$ cat config.mk
export PLATFORM = sky130hd
export DESIGN_NAME = lif_rx_top
export DESIGN_NICKNAME = d
export VERILOG_FILES = /design/src/design/lif_pkg.sv /design/src/design/lif_cmi_dec.sv /design/src/design/lif_rx_top.sv
export VERILOG_INCLUDE_DIRS = /design/src /design/src/design
export SDC_FILE = /design/constraint.sdc
export NUM_CORES = 1
export LEC_CHECK = 0
export ABC_CLOCK_PERIOD_IN_PS = 2500
export BUFFER_PORTS_ARGS = -buffer_cell sky130_fd_sc_hd__clkbuf_2
export CORE_UTILIZATION = 35
export CTS_CLUSTER_DIAMETER = 30
export DETAILED_ROUTE_END_ITERATION = 12
export GPL_TIMING_DRIVEN = 0
export PLACE_DENSITY_LB_ADDON = 0.08
export SYNTH_ARGS = -nofsm -noshare
export SYNTH_HDL_FRONTEND = slang
export SYNTH_SLANG_ARGS = --single-unit
$ cat constraint.sdc
create_clock -name MCLK_I -period 2.5 [get_ports MCLK_I]
set_input_delay 0.5 -clock MCLK_I [delete_from_list [all_inputs] [get_ports MCLK_I]]
set_output_delay 0.5 -clock MCLK_I [all_outputs]
set_load 0.05 [all_outputs]
$ cat src/design/lif_map.svh
`ifndef LIF_MAP_SVH
`define LIF_MAP_SVH

// register byte offsets
`define LIF_OFS_CTRL 4'h0
`define LIF_OFS_STAT 4'h4
`define LIF_OFS_CV0 4'h8
`define LIF_OFS_CV1 4'hC

// control register fields
`define LIF_CTRL_PLESIO 0
`define LIF_CTRL_PAR 1
`define LIF_CTRL_REFSEL 2
`define LIF_CTRL_COAX 4
`define LIF_CTRL_MON 6
`define LIF_CTRL_RST 8'h30

// status register fields
`define LIF_STAT_SW 0
`define LIF_STAT_PLESIO 1
`define LIF_STAT_PAR 2
`define LIF_STAT_REFBAD 3
`define LIF_STAT_CMI 4
`define LIF_STAT_MON 6
`define LIF_STAT_LOS 8
`define LIF_STAT_REFSEL 10

// reference frequencies in kHz
`define LIF_F_19M44 18'h04BF0
`define LIF_F_77M76 18'h12FC0
`define LIF_F_155M52 18'h25F80
`define LIF_F_17M408 18'h04400
`define LIF_F_139M264 18'h22000
`define LIF_F_NONE 18'h00000

// bus responses
`define LIF_RESP_OKAY 2'h0
`define LIF_RESP_SLVERR 2'h2

`endif

$ cat src/design/lif_pkg.sv
package lif_pkg;

   typedef enum logic [2:0] {
      LIF_REG_CTRL,
      LIF_REG_STAT,
      LIF_REG_CV0,
      LIF_REG_CV1,
      LIF_REG_NONE
   } lif_reg_t;

   typedef enum logic {
      LIF_HALF_A,
      LIF_HALF_B
   } lif_half_t;

endpackage

$ cat src/design/lif_cmi_dec.sv
`timescale 1ns/10ps
module lif_cmi_dec
   import lif_pkg::*;
(
   input wire logic clk_i,
   input wire logic rst_n_i,
   input wire logic half_stb_i,
   input wire logic half_dat_i,
   input wire logic cmi_mode_i,
   input wire logic resync_i,
   output logic bit_stb_o,
   output logic bit_o,
   output logic viol_o
);

   lif_half_t state_q;
   logic first_q;
   logic expect_high_q;

   always_ff @(posedge clk_i) begin
      if (!rst_n_i) begin
         state_q <= LIF_HALF_A;
         first_q <= 1'b0;
         expect_high_q <= 1'b0;
         bit_stb_o <= 1'b0;
         bit_o <= 1'b0;
         viol_o <= 1'b0;
      end else begin
         bit_stb_o <= 1'b0;
         viol_o <= 1'b0;
         if (!cmi_mode_i) begin
            // nrz: every recovered sample is already one bit
            state_q <= LIF_HALF_A;
            if (half_stb_i) begin
               bit_stb_o <= 1'b1;
               bit_o <= half_dat_i;
            end
         end else if (resync_i) begin
            state_q <= LIF_HALF_A;
         end else if (half_stb_i) begin
            case (state_q)
               LIF_HALF_A: begin
                  first_q <= half_dat_i;
                  state_q <= LIF_HALF_B;
               end
               LIF_HALF_B: begin
                  state_q <= LIF_HALF_A;
                  bit_stb_o <= 1'b1;
                  if (first_q != half_dat_i) begin
                     bit_o <= 1'b0;
                     viol_o <= first_q;
                  end else begin
                     bit_o <= 1'b1;
                     viol_o <= (first_q != expect_high_q);
                     // alternation follows what arrived, so one bad mark costs one flag
                     expect_high_q <= !first_q;
                  end
               end
               default: state_q <= LIF_HALF_A;
            endcase
         end
      end
   end
endmodule

$ cat src/design/lif_rx_top.sv
`timescale 1ns/10ps
`include "lif_map.svh"
// Overview of operation
// - select pin low: configuration from pins
// - select pin high: registers, pins ignored
// - rate 1 plesiochronous, 0 synchronous
// - media 1 coax CMI, 0 fiber NRZ
// - software mode: media per channel
// - width select: four-bit parallel or serial
// - synchronous reference: 19.44, 77.76, 155.52 MHz
// - plesiochronous reference: 17.408, none, 139.264 MHz
// - three-level pin maps like register codes
// - receivers accept the selected line rate
// - NRZ bypasses the equalizer
// - recovery PLL reference from reference clock
// - each CMI symbol decodes to one bit
// - violations flagged, decoding never stops
// - three CMI violation cases flagged
// - parallel regroups into nibbles, else serial
// - pin monitors both channels, bit one
// - monitor mode only in CMI mode
// - loss of signal squelches, reference clock out
// - loss indicator only in CMI mode
module lif_rx_top
   import lif_pkg::*;
(
   input wire logic MCLK_I,
   input wire logic NRST_I,
   input wire logic SERIAL_PORT_SELECT_I,
   input wire logic RATE_SELECT_PIN_I,
   input wire logic MEDIA_SELECT_PIN_I,
   input wire logic INTERFACE_WIDTH_PIN_I,
   input wire logic MONITOR_MODE_PIN_I,
   input wire logic [1:0] REFCLK_FREQ_SELECT_I,
   input wire logic REFERENCE_CLOCK_I,
   input wire logic [1:0] RX_HALF_TGL_I,
   input wire logic [1:0] RX_HALF_DAT_I,
   input wire logic [1:0] SIGNAL_LOSS_I,
   output logic PLESIO_RATE_O,
   output logic PARALLEL_MODE_O,
   output logic [17:0] DPLL_REF_KHZ_O,
   output logic REF_SEL_BAD_O,
   output logic [1:0] CMI_MODE_O,
   output logic [1:0] EQ_BYPASS_O,
   output logic [1:0] MON_EN_O,
   output logic [1:0] SIGNAL_LOSS_FLAG_O,
   output logic [1:0] CODE_VIOLATION_FLAG_O,
   output logic [1:0] RX_SDAT_O,
   output logic [1:0] RX_SCLK_O,
   output logic [7:0] RX_PDAT_O,
   output logic [1:0] RX_PCLK_O,
   input wire logic AWVALID_I,
   output logic AWREADY_O,
   input wire logic [3:0] AWADDR_I,
   input wire logic WVALID_I,
   output logic WREADY_O,
   input wire logic [31:0] WDATA_I,
   input wire logic [3:0] WSTRB_I,
   output logic BVALID_O,
   input wire logic BREADY_I,
   output logic [1:0] BRESP_O,
   input wire logic ARVALID_I,
   output logic ARREADY_O,
   input wire logic [3:0] ARADDR_I,
   output logic RVALID_O,
   input wire logic RREADY_I,
   output logic [31:0] RDATA_O,
   output logic [1:0] RRESP_O
);

   function automatic lif_reg_t lif_decode(input logic [3:0] addr);
      case (addr)
         `LIF_OFS_CTRL: lif_decode = LIF_REG_CTRL;
         `LIF_OFS_STAT: lif_decode = LIF_REG_STAT;
         `LIF_OFS_CV0: lif_decode = LIF_REG_CV0;
         `LIF_OFS_CV1: lif_decode = LIF_REG_CV1;
         default: lif_decode = LIF_REG_NONE;
      endcase
   endfunction

   function automatic logic [17:0] lif_ref_khz(input logic e4, input logic [1:0] sel);
      case ({e4, sel})
         3'h0: lif_ref_khz = `LIF_F_19M44;
         3'h2: lif_ref_khz = `LIF_F_77M76;
         3'h3: lif_ref_khz = `LIF_F_155M52;
         3'h4: lif_ref_khz = `LIF_F_17M408;
         3'h7: lif_ref_khz = `LIF_F_139M264;
         default: lif_ref_khz = `LIF_F_NONE;
      endcase
   endfunction

   // every pin is asynchronous to MCLK_I
   logic [13:0] pin_raw;
   logic [13:0] meta_q;
   logic [13:0] sync_q;
   logic [1:0] tgl_d_q;
   logic [1:0] half_stb;

   assign pin_raw = {SERIAL_PORT_SELECT_I, RATE_SELECT_PIN_I, MEDIA_SELECT_PIN_I, INTERFACE_WIDTH_PIN_I,
                     MONITOR_MODE_PIN_I, REFCLK_FREQ_SELECT_I, REFERENCE_CLOCK_I, RX_HALF_TGL_I,
                     RX_HALF_DAT_I, SIGNAL_LOSS_I};

   always_ff @(posedge MCLK_I) begin
      if (!NRST_I) begin
         meta_q <= 14'h0000;
         sync_q <= 14'h0000;
         tgl_d_q <= 2'h0;
      end else begin
         meta_q <= pin_raw;
         sync_q <= meta_q;
         tgl_d_q <= sync_q[5:4];
      end
   end

   assign half_stb = sync_q[5:4] ^ tgl_d_q;

   // software registers
   logic [7:0] ctrl_q;
   logic [15:0] cv_cnt_q [2];

   // effective configuration
   logic sw_mode;
   logic rate_eff;
   logic par_eff;
   logic [1:0] refsel_eff;
   logic [1:0] cmi_eff;
   logic [1:0] mon_eff;
   logic [1:0] los_eff;

   always_comb begin
      sw_mode = sync_q[13];
      rate_eff = sw_mode ? ctrl_q[`LIF_CTRL_PLESIO] : sync_q[12];
      par_eff = sw_mode ? ctrl_q[`LIF_CTRL_PAR] : sync_q[10];
      // pad encodes the three-level pin as low 00, float 10, high 11
      refsel_eff = sw_mode ? ctrl_q[`LIF_CTRL_REFSEL +: 2] : sync_q[8:7];
      for (int ch = 0; ch < 2; ch++) begin
         cmi_eff[ch] = sw_mode ? ctrl_q[`LIF_CTRL_COAX + ch] : sync_q[11];
         mon_eff[ch] = cmi_eff[ch] && (sw_mode ? ctrl_q[`LIF_CTRL_MON + ch] : sync_q[9]);
         los_eff[ch] = cmi_eff[ch] && sync_q[ch];
      end
   end

   always_ff @(posedge MCLK_I) begin
      if (!NRST_I) begin
         PLESIO_RATE_O <= 1'b0;
         PARALLEL_MODE_O <= 1'b0;
         DPLL_REF_KHZ_O <= `LIF_F_19M44;
         REF_SEL_BAD_O <= 1'b0;
         CMI_MODE_O <= 2'h0;
         EQ_BYPASS_O <= 2'h3;
         MON_EN_O <= 2'h0;
         SIGNAL_LOSS_FLAG_O <= 2'h0;
      end else begin
         PLESIO_RATE_O <= rate_eff;
         PARALLEL_MODE_O <= par_eff;
         DPLL_REF_KHZ_O <= lif_ref_khz(rate_eff, refsel_eff);
         REF_SEL_BAD_O <= (lif_ref_khz(rate_eff, refsel_eff) == `LIF_F_NONE);
         CMI_MODE_O <= cmi_eff;
         EQ_BYPASS_O <= ~cmi_eff;
         MON_EN_O <= mon_eff;
         SIGNAL_LOSS_FLAG_O <= los_eff;
      end
   end

   // symbol decoding, one decoder per channel
   logic [1:0] bit_stb;
   logic [1:0] bit_val;
   logic [1:0] viol;

   for (genvar g = 0; g < 2; g++) begin : g_dec
      lif_cmi_dec u_dec (
         .clk_i(MCLK_I),
         .rst_n_i(NRST_I),
         .half_stb_i(half_stb[g]),
         .half_dat_i(sync_q[2 + g]),
         .cmi_mode_i(cmi_eff[g]),
         .resync_i(los_eff[g]),
         .bit_stb_o(bit_stb[g]),
         .bit_o(bit_val[g]),
         .viol_o(viol[g])
      );
   end

   // violation pulses and counters; a pulse in the clearing cycle counts as one
   logic [1:0] cv_clr;

   always_ff @(posedge MCLK_I) begin
      if (!NRST_I) begin
         CODE_VIOLATION_FLAG_O <= 2'h0;
         cv_cnt_q[0] <= 16'h0000;
         cv_cnt_q[1] <= 16'h0000;
      end else begin
         for (int ch = 0; ch < 2; ch++) begin
            CODE_VIOLATION_FLAG_O[ch] <= viol[ch] && cmi_eff[ch] && !los_eff[ch];
            if (viol[ch] && cmi_eff[ch] && !los_eff[ch]) begin
               if (cv_clr[ch]) begin
                  cv_cnt_q[ch] <= 16'h0001;
               end else if (cv_cnt_q[ch] != 16'hFFFF) begin
                  cv_cnt_q[ch] <= cv_cnt_q[ch] + 16'h0001;
               end
            end else if (cv_clr[ch]) begin
               cv_cnt_q[ch] <= 16'h0000;
            end
         end
      end
   end

   // system side hand-off
   logic [2:0] shift_q [2];
   logic [1:0] nib_cnt_q [2];

   always_ff @(posedge MCLK_I) begin
      if (!NRST_I) begin
         RX_SDAT_O <= 2'h0;
         RX_SCLK_O <= 2'h3;
         RX_PDAT_O <= 8'h00;
         RX_PCLK_O <= 2'h3;
         for (int ch = 0; ch < 2; ch++) begin
            shift_q[ch] <= 3'h0;
            nib_cnt_q[ch] <= 2'h0;
         end
      end else begin
         for (int ch = 0; ch < 2; ch++) begin
            if (los_eff[ch]) begin
               // the substitute clock only follows the sampled reference; its rate is bounded by MCLK_I
               RX_SDAT_O[ch] <= 1'b0;
               RX_PDAT_O[ch * 4 +: 4] <= 4'h0;
               RX_SCLK_O[ch] <= !par_eff ? sync_q[6] : 1'b1;
               RX_PCLK_O[ch] <= par_eff ? sync_q[6] : 1'b1;
               nib_cnt_q[ch] <= 2'h0;
            end else if (par_eff) begin
               RX_SDAT_O[ch] <= 1'b0;
               RX_SCLK_O[ch] <= 1'b1;
               RX_PCLK_O[ch] <= 1'b1;
               if (bit_stb[ch]) begin
                  shift_q[ch] <= {shift_q[ch][1:0], bit_val[ch]};
                  nib_cnt_q[ch] <= nib_cnt_q[ch] + 2'h1;
                  if (nib_cnt_q[ch] == 2'h3) begin
                     RX_PDAT_O[ch * 4 +: 4] <= {shift_q[ch], bit_val[ch]};
                     RX_PCLK_O[ch] <= 1'b0;
                  end
               end
            end else begin
               RX_PDAT_O[ch * 4 +: 4] <= 4'h0;
               RX_PCLK_O[ch] <= 1'b1;
               nib_cnt_q[ch] <= 2'h0;
               // low for one cycle with new data, data is stable at the rising edge
               RX_SCLK_O[ch] <= !bit_stb[ch];
               if (bit_stb[ch]) begin
                  RX_SDAT_O[ch] <= bit_val[ch];
               end
            end
         end
      end
   end

   // register bus: write path
   logic aw_got_q;
   logic w_got_q;
   logic [3:0] aw_addr_q;
   logic [31:0] w_data_q;
   logic [3:0] w_strb_q;
   logic wr_fire;
   lif_reg_t wr_reg;

   assign wr_fire = aw_got_q && w_got_q && !BVALID_O;
   assign wr_reg = lif_decode(aw_addr_q);
   assign cv_clr[0] = wr_fire && wr_reg == LIF_REG_CV0;
   assign cv_clr[1] = wr_fire && wr_reg == LIF_REG_CV1;

   always_ff @(posedge MCLK_I) begin
      if (!NRST_I) begin
         aw_got_q <= 1'b0;
         w_got_q <= 1'b0;
         aw_addr_q <= 4'h0;
         w_data_q <= 32'h00000000;
         w_strb_q <= 4'h0;
         AWREADY_O <= 1'b0;
         WREADY_O <= 1'b0;
         BVALID_O <= 1'b0;
         BRESP_O <= `LIF_RESP_OKAY;
      end else begin
         if (AWVALID_I && AWREADY_O) begin
            aw_got_q <= 1'b1;
            aw_addr_q <= AWADDR_I;
            AWREADY_O <= 1'b0;
         end else begin
            AWREADY_O <= !aw_got_q && !BVALID_O && !wr_fire;
         end
         if (WVALID_I && WREADY_O) begin
            w_got_q <= 1'b1;
            w_data_q <= WDATA_I;
            w_strb_q <= WSTRB_I;
            WREADY_O <= 1'b0;
         end else begin
            WREADY_O <= !w_got_q && !BVALID_O && !wr_fire;
         end
         if (wr_fire) begin
            aw_got_q <= 1'b0;
            w_got_q <= 1'b0;
            BVALID_O <= 1'b1;
            BRESP_O <= (wr_reg == LIF_REG_NONE) ? `LIF_RESP_SLVERR : `LIF_RESP_OKAY;
         end else if (BVALID_O && BREADY_I) begin
            BVALID_O <= 1'b0;
         end
      end
   end

   always_ff @(posedge MCLK_I) begin
      if (!NRST_I) begin
         ctrl_q <= `LIF_CTRL_RST;
      end else if (wr_fire && wr_reg == LIF_REG_CTRL && w_strb_q[0]) begin
         ctrl_q <= w_data_q[7:0];
      end
   end

   // register bus: read path
   logic [31:0] stat_word;

   always_comb begin
      stat_word = 32'h00000000;
      stat_word[`LIF_STAT_SW] = sw_mode;
      stat_word[`LIF_STAT_PLESIO] = rate_eff;
      stat_word[`LIF_STAT_PAR] = par_eff;
      stat_word[`LIF_STAT_REFBAD] = (lif_ref_khz(rate_eff, refsel_eff) == `LIF_F_NONE);
      stat_word[`LIF_STAT_CMI +: 2] = cmi_eff;
      stat_word[`LIF_STAT_MON +: 2] = mon_eff;
      stat_word[`LIF_STAT_LOS +: 2] = los_eff;
      stat_word[`LIF_STAT_REFSEL +: 2] = refsel_eff;
   end

   always_ff @(posedge MCLK_I) begin
      if (!NRST_I) begin
         ARREADY_O <= 1'b0;
         RVALID_O <= 1'b0;
         RDATA_O <= 32'h00000000;
         RRESP_O <= `LIF_RESP_OKAY;
      end else begin
         if (ARVALID_I && ARREADY_O) begin
            ARREADY_O <= 1'b0;
            RVALID_O <= 1'b1;
            RRESP_O <= `LIF_RESP_OKAY;
            case (lif_decode(ARADDR_I))
               LIF_REG_CTRL: RDATA_O <= {24'h000000, ctrl_q};
               LIF_REG_STAT: RDATA_O <= stat_word;
               LIF_REG_CV0: RDATA_O <= {16'h0000, cv_cnt_q[0]};
               LIF_REG_CV1: RDATA_O <= {16'h0000, cv_cnt_q[1]};
               default: begin
                  RDATA_O <= 32'h00000000;
                  RRESP_O <= `LIF_RESP_SLVERR;
               end
            endcase
         end else begin
            if (RVALID_O && RREADY_I) begin
               RVALID_O <= 1'b0;
            end
            ARREADY_O <= !RVALID_O;
         end
      end
   end
endmodule

Yosys cells after proc, flatten, opt, wreduce, memory -nomap -nowiden
Memories as Yosys holds them, arrays and structs flattened.
Index checks and enable logic that the tools add are counted.
Storage, ports and cells
  bits in registers: 151
  RAM bits: 42
  input port bits: 65
  output and inout bits: 86
  memories kept: 3
Memories
  cv_cnt_q: depth 2, bits a word 16, read ports 2, clocked after Yosys merged registers in 0, wr ports 2, RTL line lif_rx_top.sv:119  | logic [15:0] cv_cnt_q [2];
  shift_q: depth 2, bits a word 3, read ports 2, clocked after Yosys merged registers in 0, wr ports 2, RTL line lif_rx_top.sv:209  | logic [2:0] shift_q [2];
  nib_cnt_q: depth 2, bits a word 2, read ports 2, clocked after Yosys merged registers in 0, wr ports 2, RTL line lif_rx_top.sv:210  | logic [1:0] nib_cnt_q [2];
Cells by class
  add/subtract/negate cells: 4
  equality and inequality tests: 28
  multiplexer cells: 122
  bitwise gates (word level): 28
  reductions and logical operators: 68
Operator list (count)
  $mux W1: 96
  $mux W16: 6
  $pmux W18 S5: 1
  $pmux W16 S4: 1
  $logic_not A18 Y1: 2
  $add A16 B1 Y16 const B: 2
  $ne A16 B16 Y1 const B: 2
  $pmux W3 S4: 2
  $logic_and A1 B1 Y1: 23
  $eq A3 B2 Y1 const B: 6
  $mux W18: 1
  $mux W2: 9
  $reduce_or A3 Y1: 6
  $eq A4 B4 Y1 const B: 4
  $reduce_and A4 Y1: 4
  $or A1 B1 Y1: 14
  $mux W3: 4
  $not A1 Y1: 12
  $reduce_bool A2 Y1: 6
  $logic_not A1 Y1: 11
  $reduce_and A5 Y1: 2
  $reduce_or A5 Y1: 2
  $eq A3 B3 Y1 const B: 3
  $logic_not A3 Y1: 3
  other kinds (13): 28

Logic depth before layout (Yosys ltp)
  depth in word-level cells: 11
  mapped depth: 8
  gate-level depth less buffers: 5

Modules after synthesis
A second synthesis with hierarchy kept.
Unflattened totals
  cells, all modules: 671
  area, all modules: 6916.6 µm²
Modules (own cells, without submodules)
  lif_rx_top: instances 1, cells each 617, area each 6338.6 µm², seq. area each 3503.4 µm²
  lif_cmi_dec: instances 2, cells each 27, area each 289.0 µm², seq. area each 120.1 µm²

Least setup slack after synthesis
OpenSTA, ideal clock, no wires.
  kind: register to register
  from: mem cv_cnt_q[0][0]
  to: mem cv_cnt_q[0][0] (enable)
  library setup time: 416 ps
  arrival time: 1831 ps
  data required time: 2084 ps
  slack: 253 ps
  stages on the path, launching flop included: 6
  path through: edfxtp_1 > ha_1 > nand3_1 > or4_1 > nand2_1 > nand3_1
RTL lines (RTL line)
  start, declared: lif_rx_top.sv:119

==> results.yml <==
cts:
  htreeDepth: 4
  clk_latency_ns: 0.43
  cts_buffer_depth: 2
  root_buffer: "clkbuf_16"
  cts_tree: "built"
  cts_buffers: 17
  clk_pin_slew_worst_paths_ns: 0.06
  clock-sinks: 166
layout:
  syn2layout_area_growth_pct: 21.78
  design_area_mm2: 0.008443
  antennaDiodeCount: 0
  final_layout_size_suffix_gt1_frac: 0.2231
  finalNetCount: 912
  layoutNonFillerInstCount: 1121
floorplanning:
  coreArea_mm2: 0.01946
  rows: 51
  die_h_um: 142.7
  die_area_mm2: 0.02037
  die_w_um: 142.7
  initial_core_util: 0.3562
  io_pins: 151
logic_synthesis:
  ys_seq_area_frac: 0.5400
  synthesis.area_mm2: 0.006933
  synth_ff_type: "dfxtp_1"
  synth_top_cell_by_area: "dfxtp_1"
  syn_avg_cell_area_um2: 9.918
  synthCells: 699
  synth_cell_types: 52
  synth.area.top_cells: "dfxtp_1 (36%), edfxtp_1 (18%), nand2_1 (4.2%)"
  synth_edf_count: 42
  ys.warnings.count: 0
  ys_top_cells_by_count: "dfxtp_1 (124), nand2_1 (78), nor2_1 (70), and2_1 (45), edfxtp_1 (42)"
  synth_top_area_share: 0.3581
  ys_ff_latch: 166
  synthMostInstantiatedCell: "dfxtp_1"
  async_reset_ff_frac: 0
grt:
  grt_max_degree: 17
  gr-total-overflow: 0
  use_met3: 0.03756
  grt_use_met2: 0.2817
  use_met1: 0.2504
  grt_pass1_vias: 5094
  busiest_layer: "met2"
  grt_pass1_wl_um: 27920
  antenna_found_initial: 0
  track_usage: 0.1828
critical_path:
  critPathArrivalTime_ns: 2.44
  worstPathRequired_ns: 2.57
  setup.worst_path.start_class: "flop"
  crit-reg2reg-launch: "cv_cnt_q[0][0]"
  worstSetupStartpoint: "cv_cnt_q[0][0]"
  crit_fanout: 16
  path_class: "flop to flop"
  cp-end-kind: "flop"
place:
  hpwlAfterDp_um: 13160
  numPlacedInstances: 1085
  dp_slack_ns: -0.6951
  portBuffers: 99
  place.gp.congestion: 0.8213
  place_area_mm2: 0.007843
pwr:
  vdd_drop_max_uv: 446.7
  powerDensity_mw_per_mm2: 696.2
  leakage_nw: 3.405
sta:
  skew_ns: 0.01202
  setup_viol: 0
  fin_crit_sh: 0.9460
  fin_crit_ns: 2.365
  relSlewSlack: 0.4820
  grt_setup_unrepaired: "no"
  max_freq_mhz: 422.8
  whs_ns: 0.2717
  hold_violations: 0
  slew_violations: 0
  worst_pin_slew_ns: 0.7554
  timing.final.ws_setup_ns: 0.1350
hold_path:
  hold_path.class: "input port to flop"
  hp-start: "REFERENCE_CLOCK_I"
detailed_routing:
  finalWirelength_um: 17480
  ant_nets: 0
  drtIter0Drc: 293
  drc: 0
  avgRoutedWirePerCell_um: 15.59
  avgViaCountPerCell: 4.726
  dr.pass1.iters: 5
  dr_total_vias: 5298
run_status:
  status: "complete, no violations"
job:
  cap_violations: 0
## path summary, 6_finish.rpt
| kind | to | slack, ns | depth (start not counted) |
|---|---|---|---|
| max | cv_cnt_q[0][14] | 0.13 | 5 |
| min | meta_q[6] | 0.27 | 2 |
| max reg2reg | cv_cnt_q[0][14] | 0.13 | 5 |
| min reg2reg | sync_q[3] | 0.43 | 1 |
## metal layers
metal / vias to the layer above / wire length (um)
met5: - / 0
met4: 0 / 360
met1: 2470 / 8405
met2: 145 / 7842
met3: 19 / 872
li1: 2664 / -
## report_power, final
| group | switching (W) | leakage (nW) | internal, W |
|---|---|---|---|
| logic | 0.000356 | 1.68 | 0.000167 |
| clock network | 0.00111 | 0.270 | 0.00134 |
| registers | 0.0000666 | 1.45 | 0.00284 |
## logic make-up (layout without fill, tap and decap cells)
kind of cell	count (synthesis)	in the layout	synth area share
fa+ha+maj	4	4	0.007219
other cells	1	23	0.0005409
flops	166	166	0.5400
compound gates	94	94	0.08555
mux	39	39	0.06208
xor+xnor	34	34	0.04295
buf+inv	74	209	0.05901
simple gates	287	287	0.2027
## state kept, by name, indices dropped and copies added, names as in the netlist, 8 cells and up
name / cells
w_data_q: 8
meta_q: 14
ctrl_q: 8
cv_cnt_q: 32
RX_PDAT_O: 8
DPLL_REF_KHZ_O: 9
sync_q: 14
RDATA_O: 16
## repair_timing
| item | in CTS | in global routing |
|---|---|---|
| gates resized for setup | 3 | 0 |
| hold endpoints to repair | 0 | 0 |
| endpoints found under the setup margin | 17 | 21 |
| gates cloned | 0 | 0 |
| hold buffers | 0 | 0 |
| buffers inserted | 0 | 4 |
## critical path, stage by stage (launching register included)
cell,delay (ns)
edfxtp_1,0.46
ha_1,0.29
nand3_1,0.21
or4_1,0.66
nand2_1,0.16
nand3_4,0.23
## cell usage in the layout, fill, tap and decap left out, drive strengths merged, types with 3 or more instances in the layout
master and n:
dfxtp 124, nor4 5, o22ai 3, a22oi 4, a211oi 5, ha 4
nand3 33, inv 23, edfxtp 42, nand2 78, nor2b 3, xnor2 17
clkbuf 137, and2 45, and4 7, mux2i 25, or2 4, o21ai 21
nor3 10, nor2 70, nand4 12, a22o 11, nand2b 5, conb 23
buf 42, and3 8, xor2 17, clkinv 5, a21oi 35, mux2 12
## final cells by class
| type | count | area (um2) |
|---|---|---|
| tap | 265 | 331.6 |
| inverter | 18 | 67.56 |
| sequential | 166 | 3744 |
| clock buffer | 20 | 456.7 |
| fill | 1907 | 11020 |
| timing repair buffer | 103 | 525.5 |
| multi-input combinational | 481 | 2880 |
| clock inverter | 12 | 96.34 |
| buffer | 56 | 341.6 |
## metrics by stage
step	setup TNS [ns]	total power, W	utilization
final	0	0.005878	0.4338
after global routing	0	0.006131	0.4338
after CTS	0	0.005945	0.4323
after detailed placement	-11.10	0.003482	0.4030
after global placement	-11.65	0.003475	0.4030
after floorplan	0	0.003335	-
(Power assumes the default switching activity.)
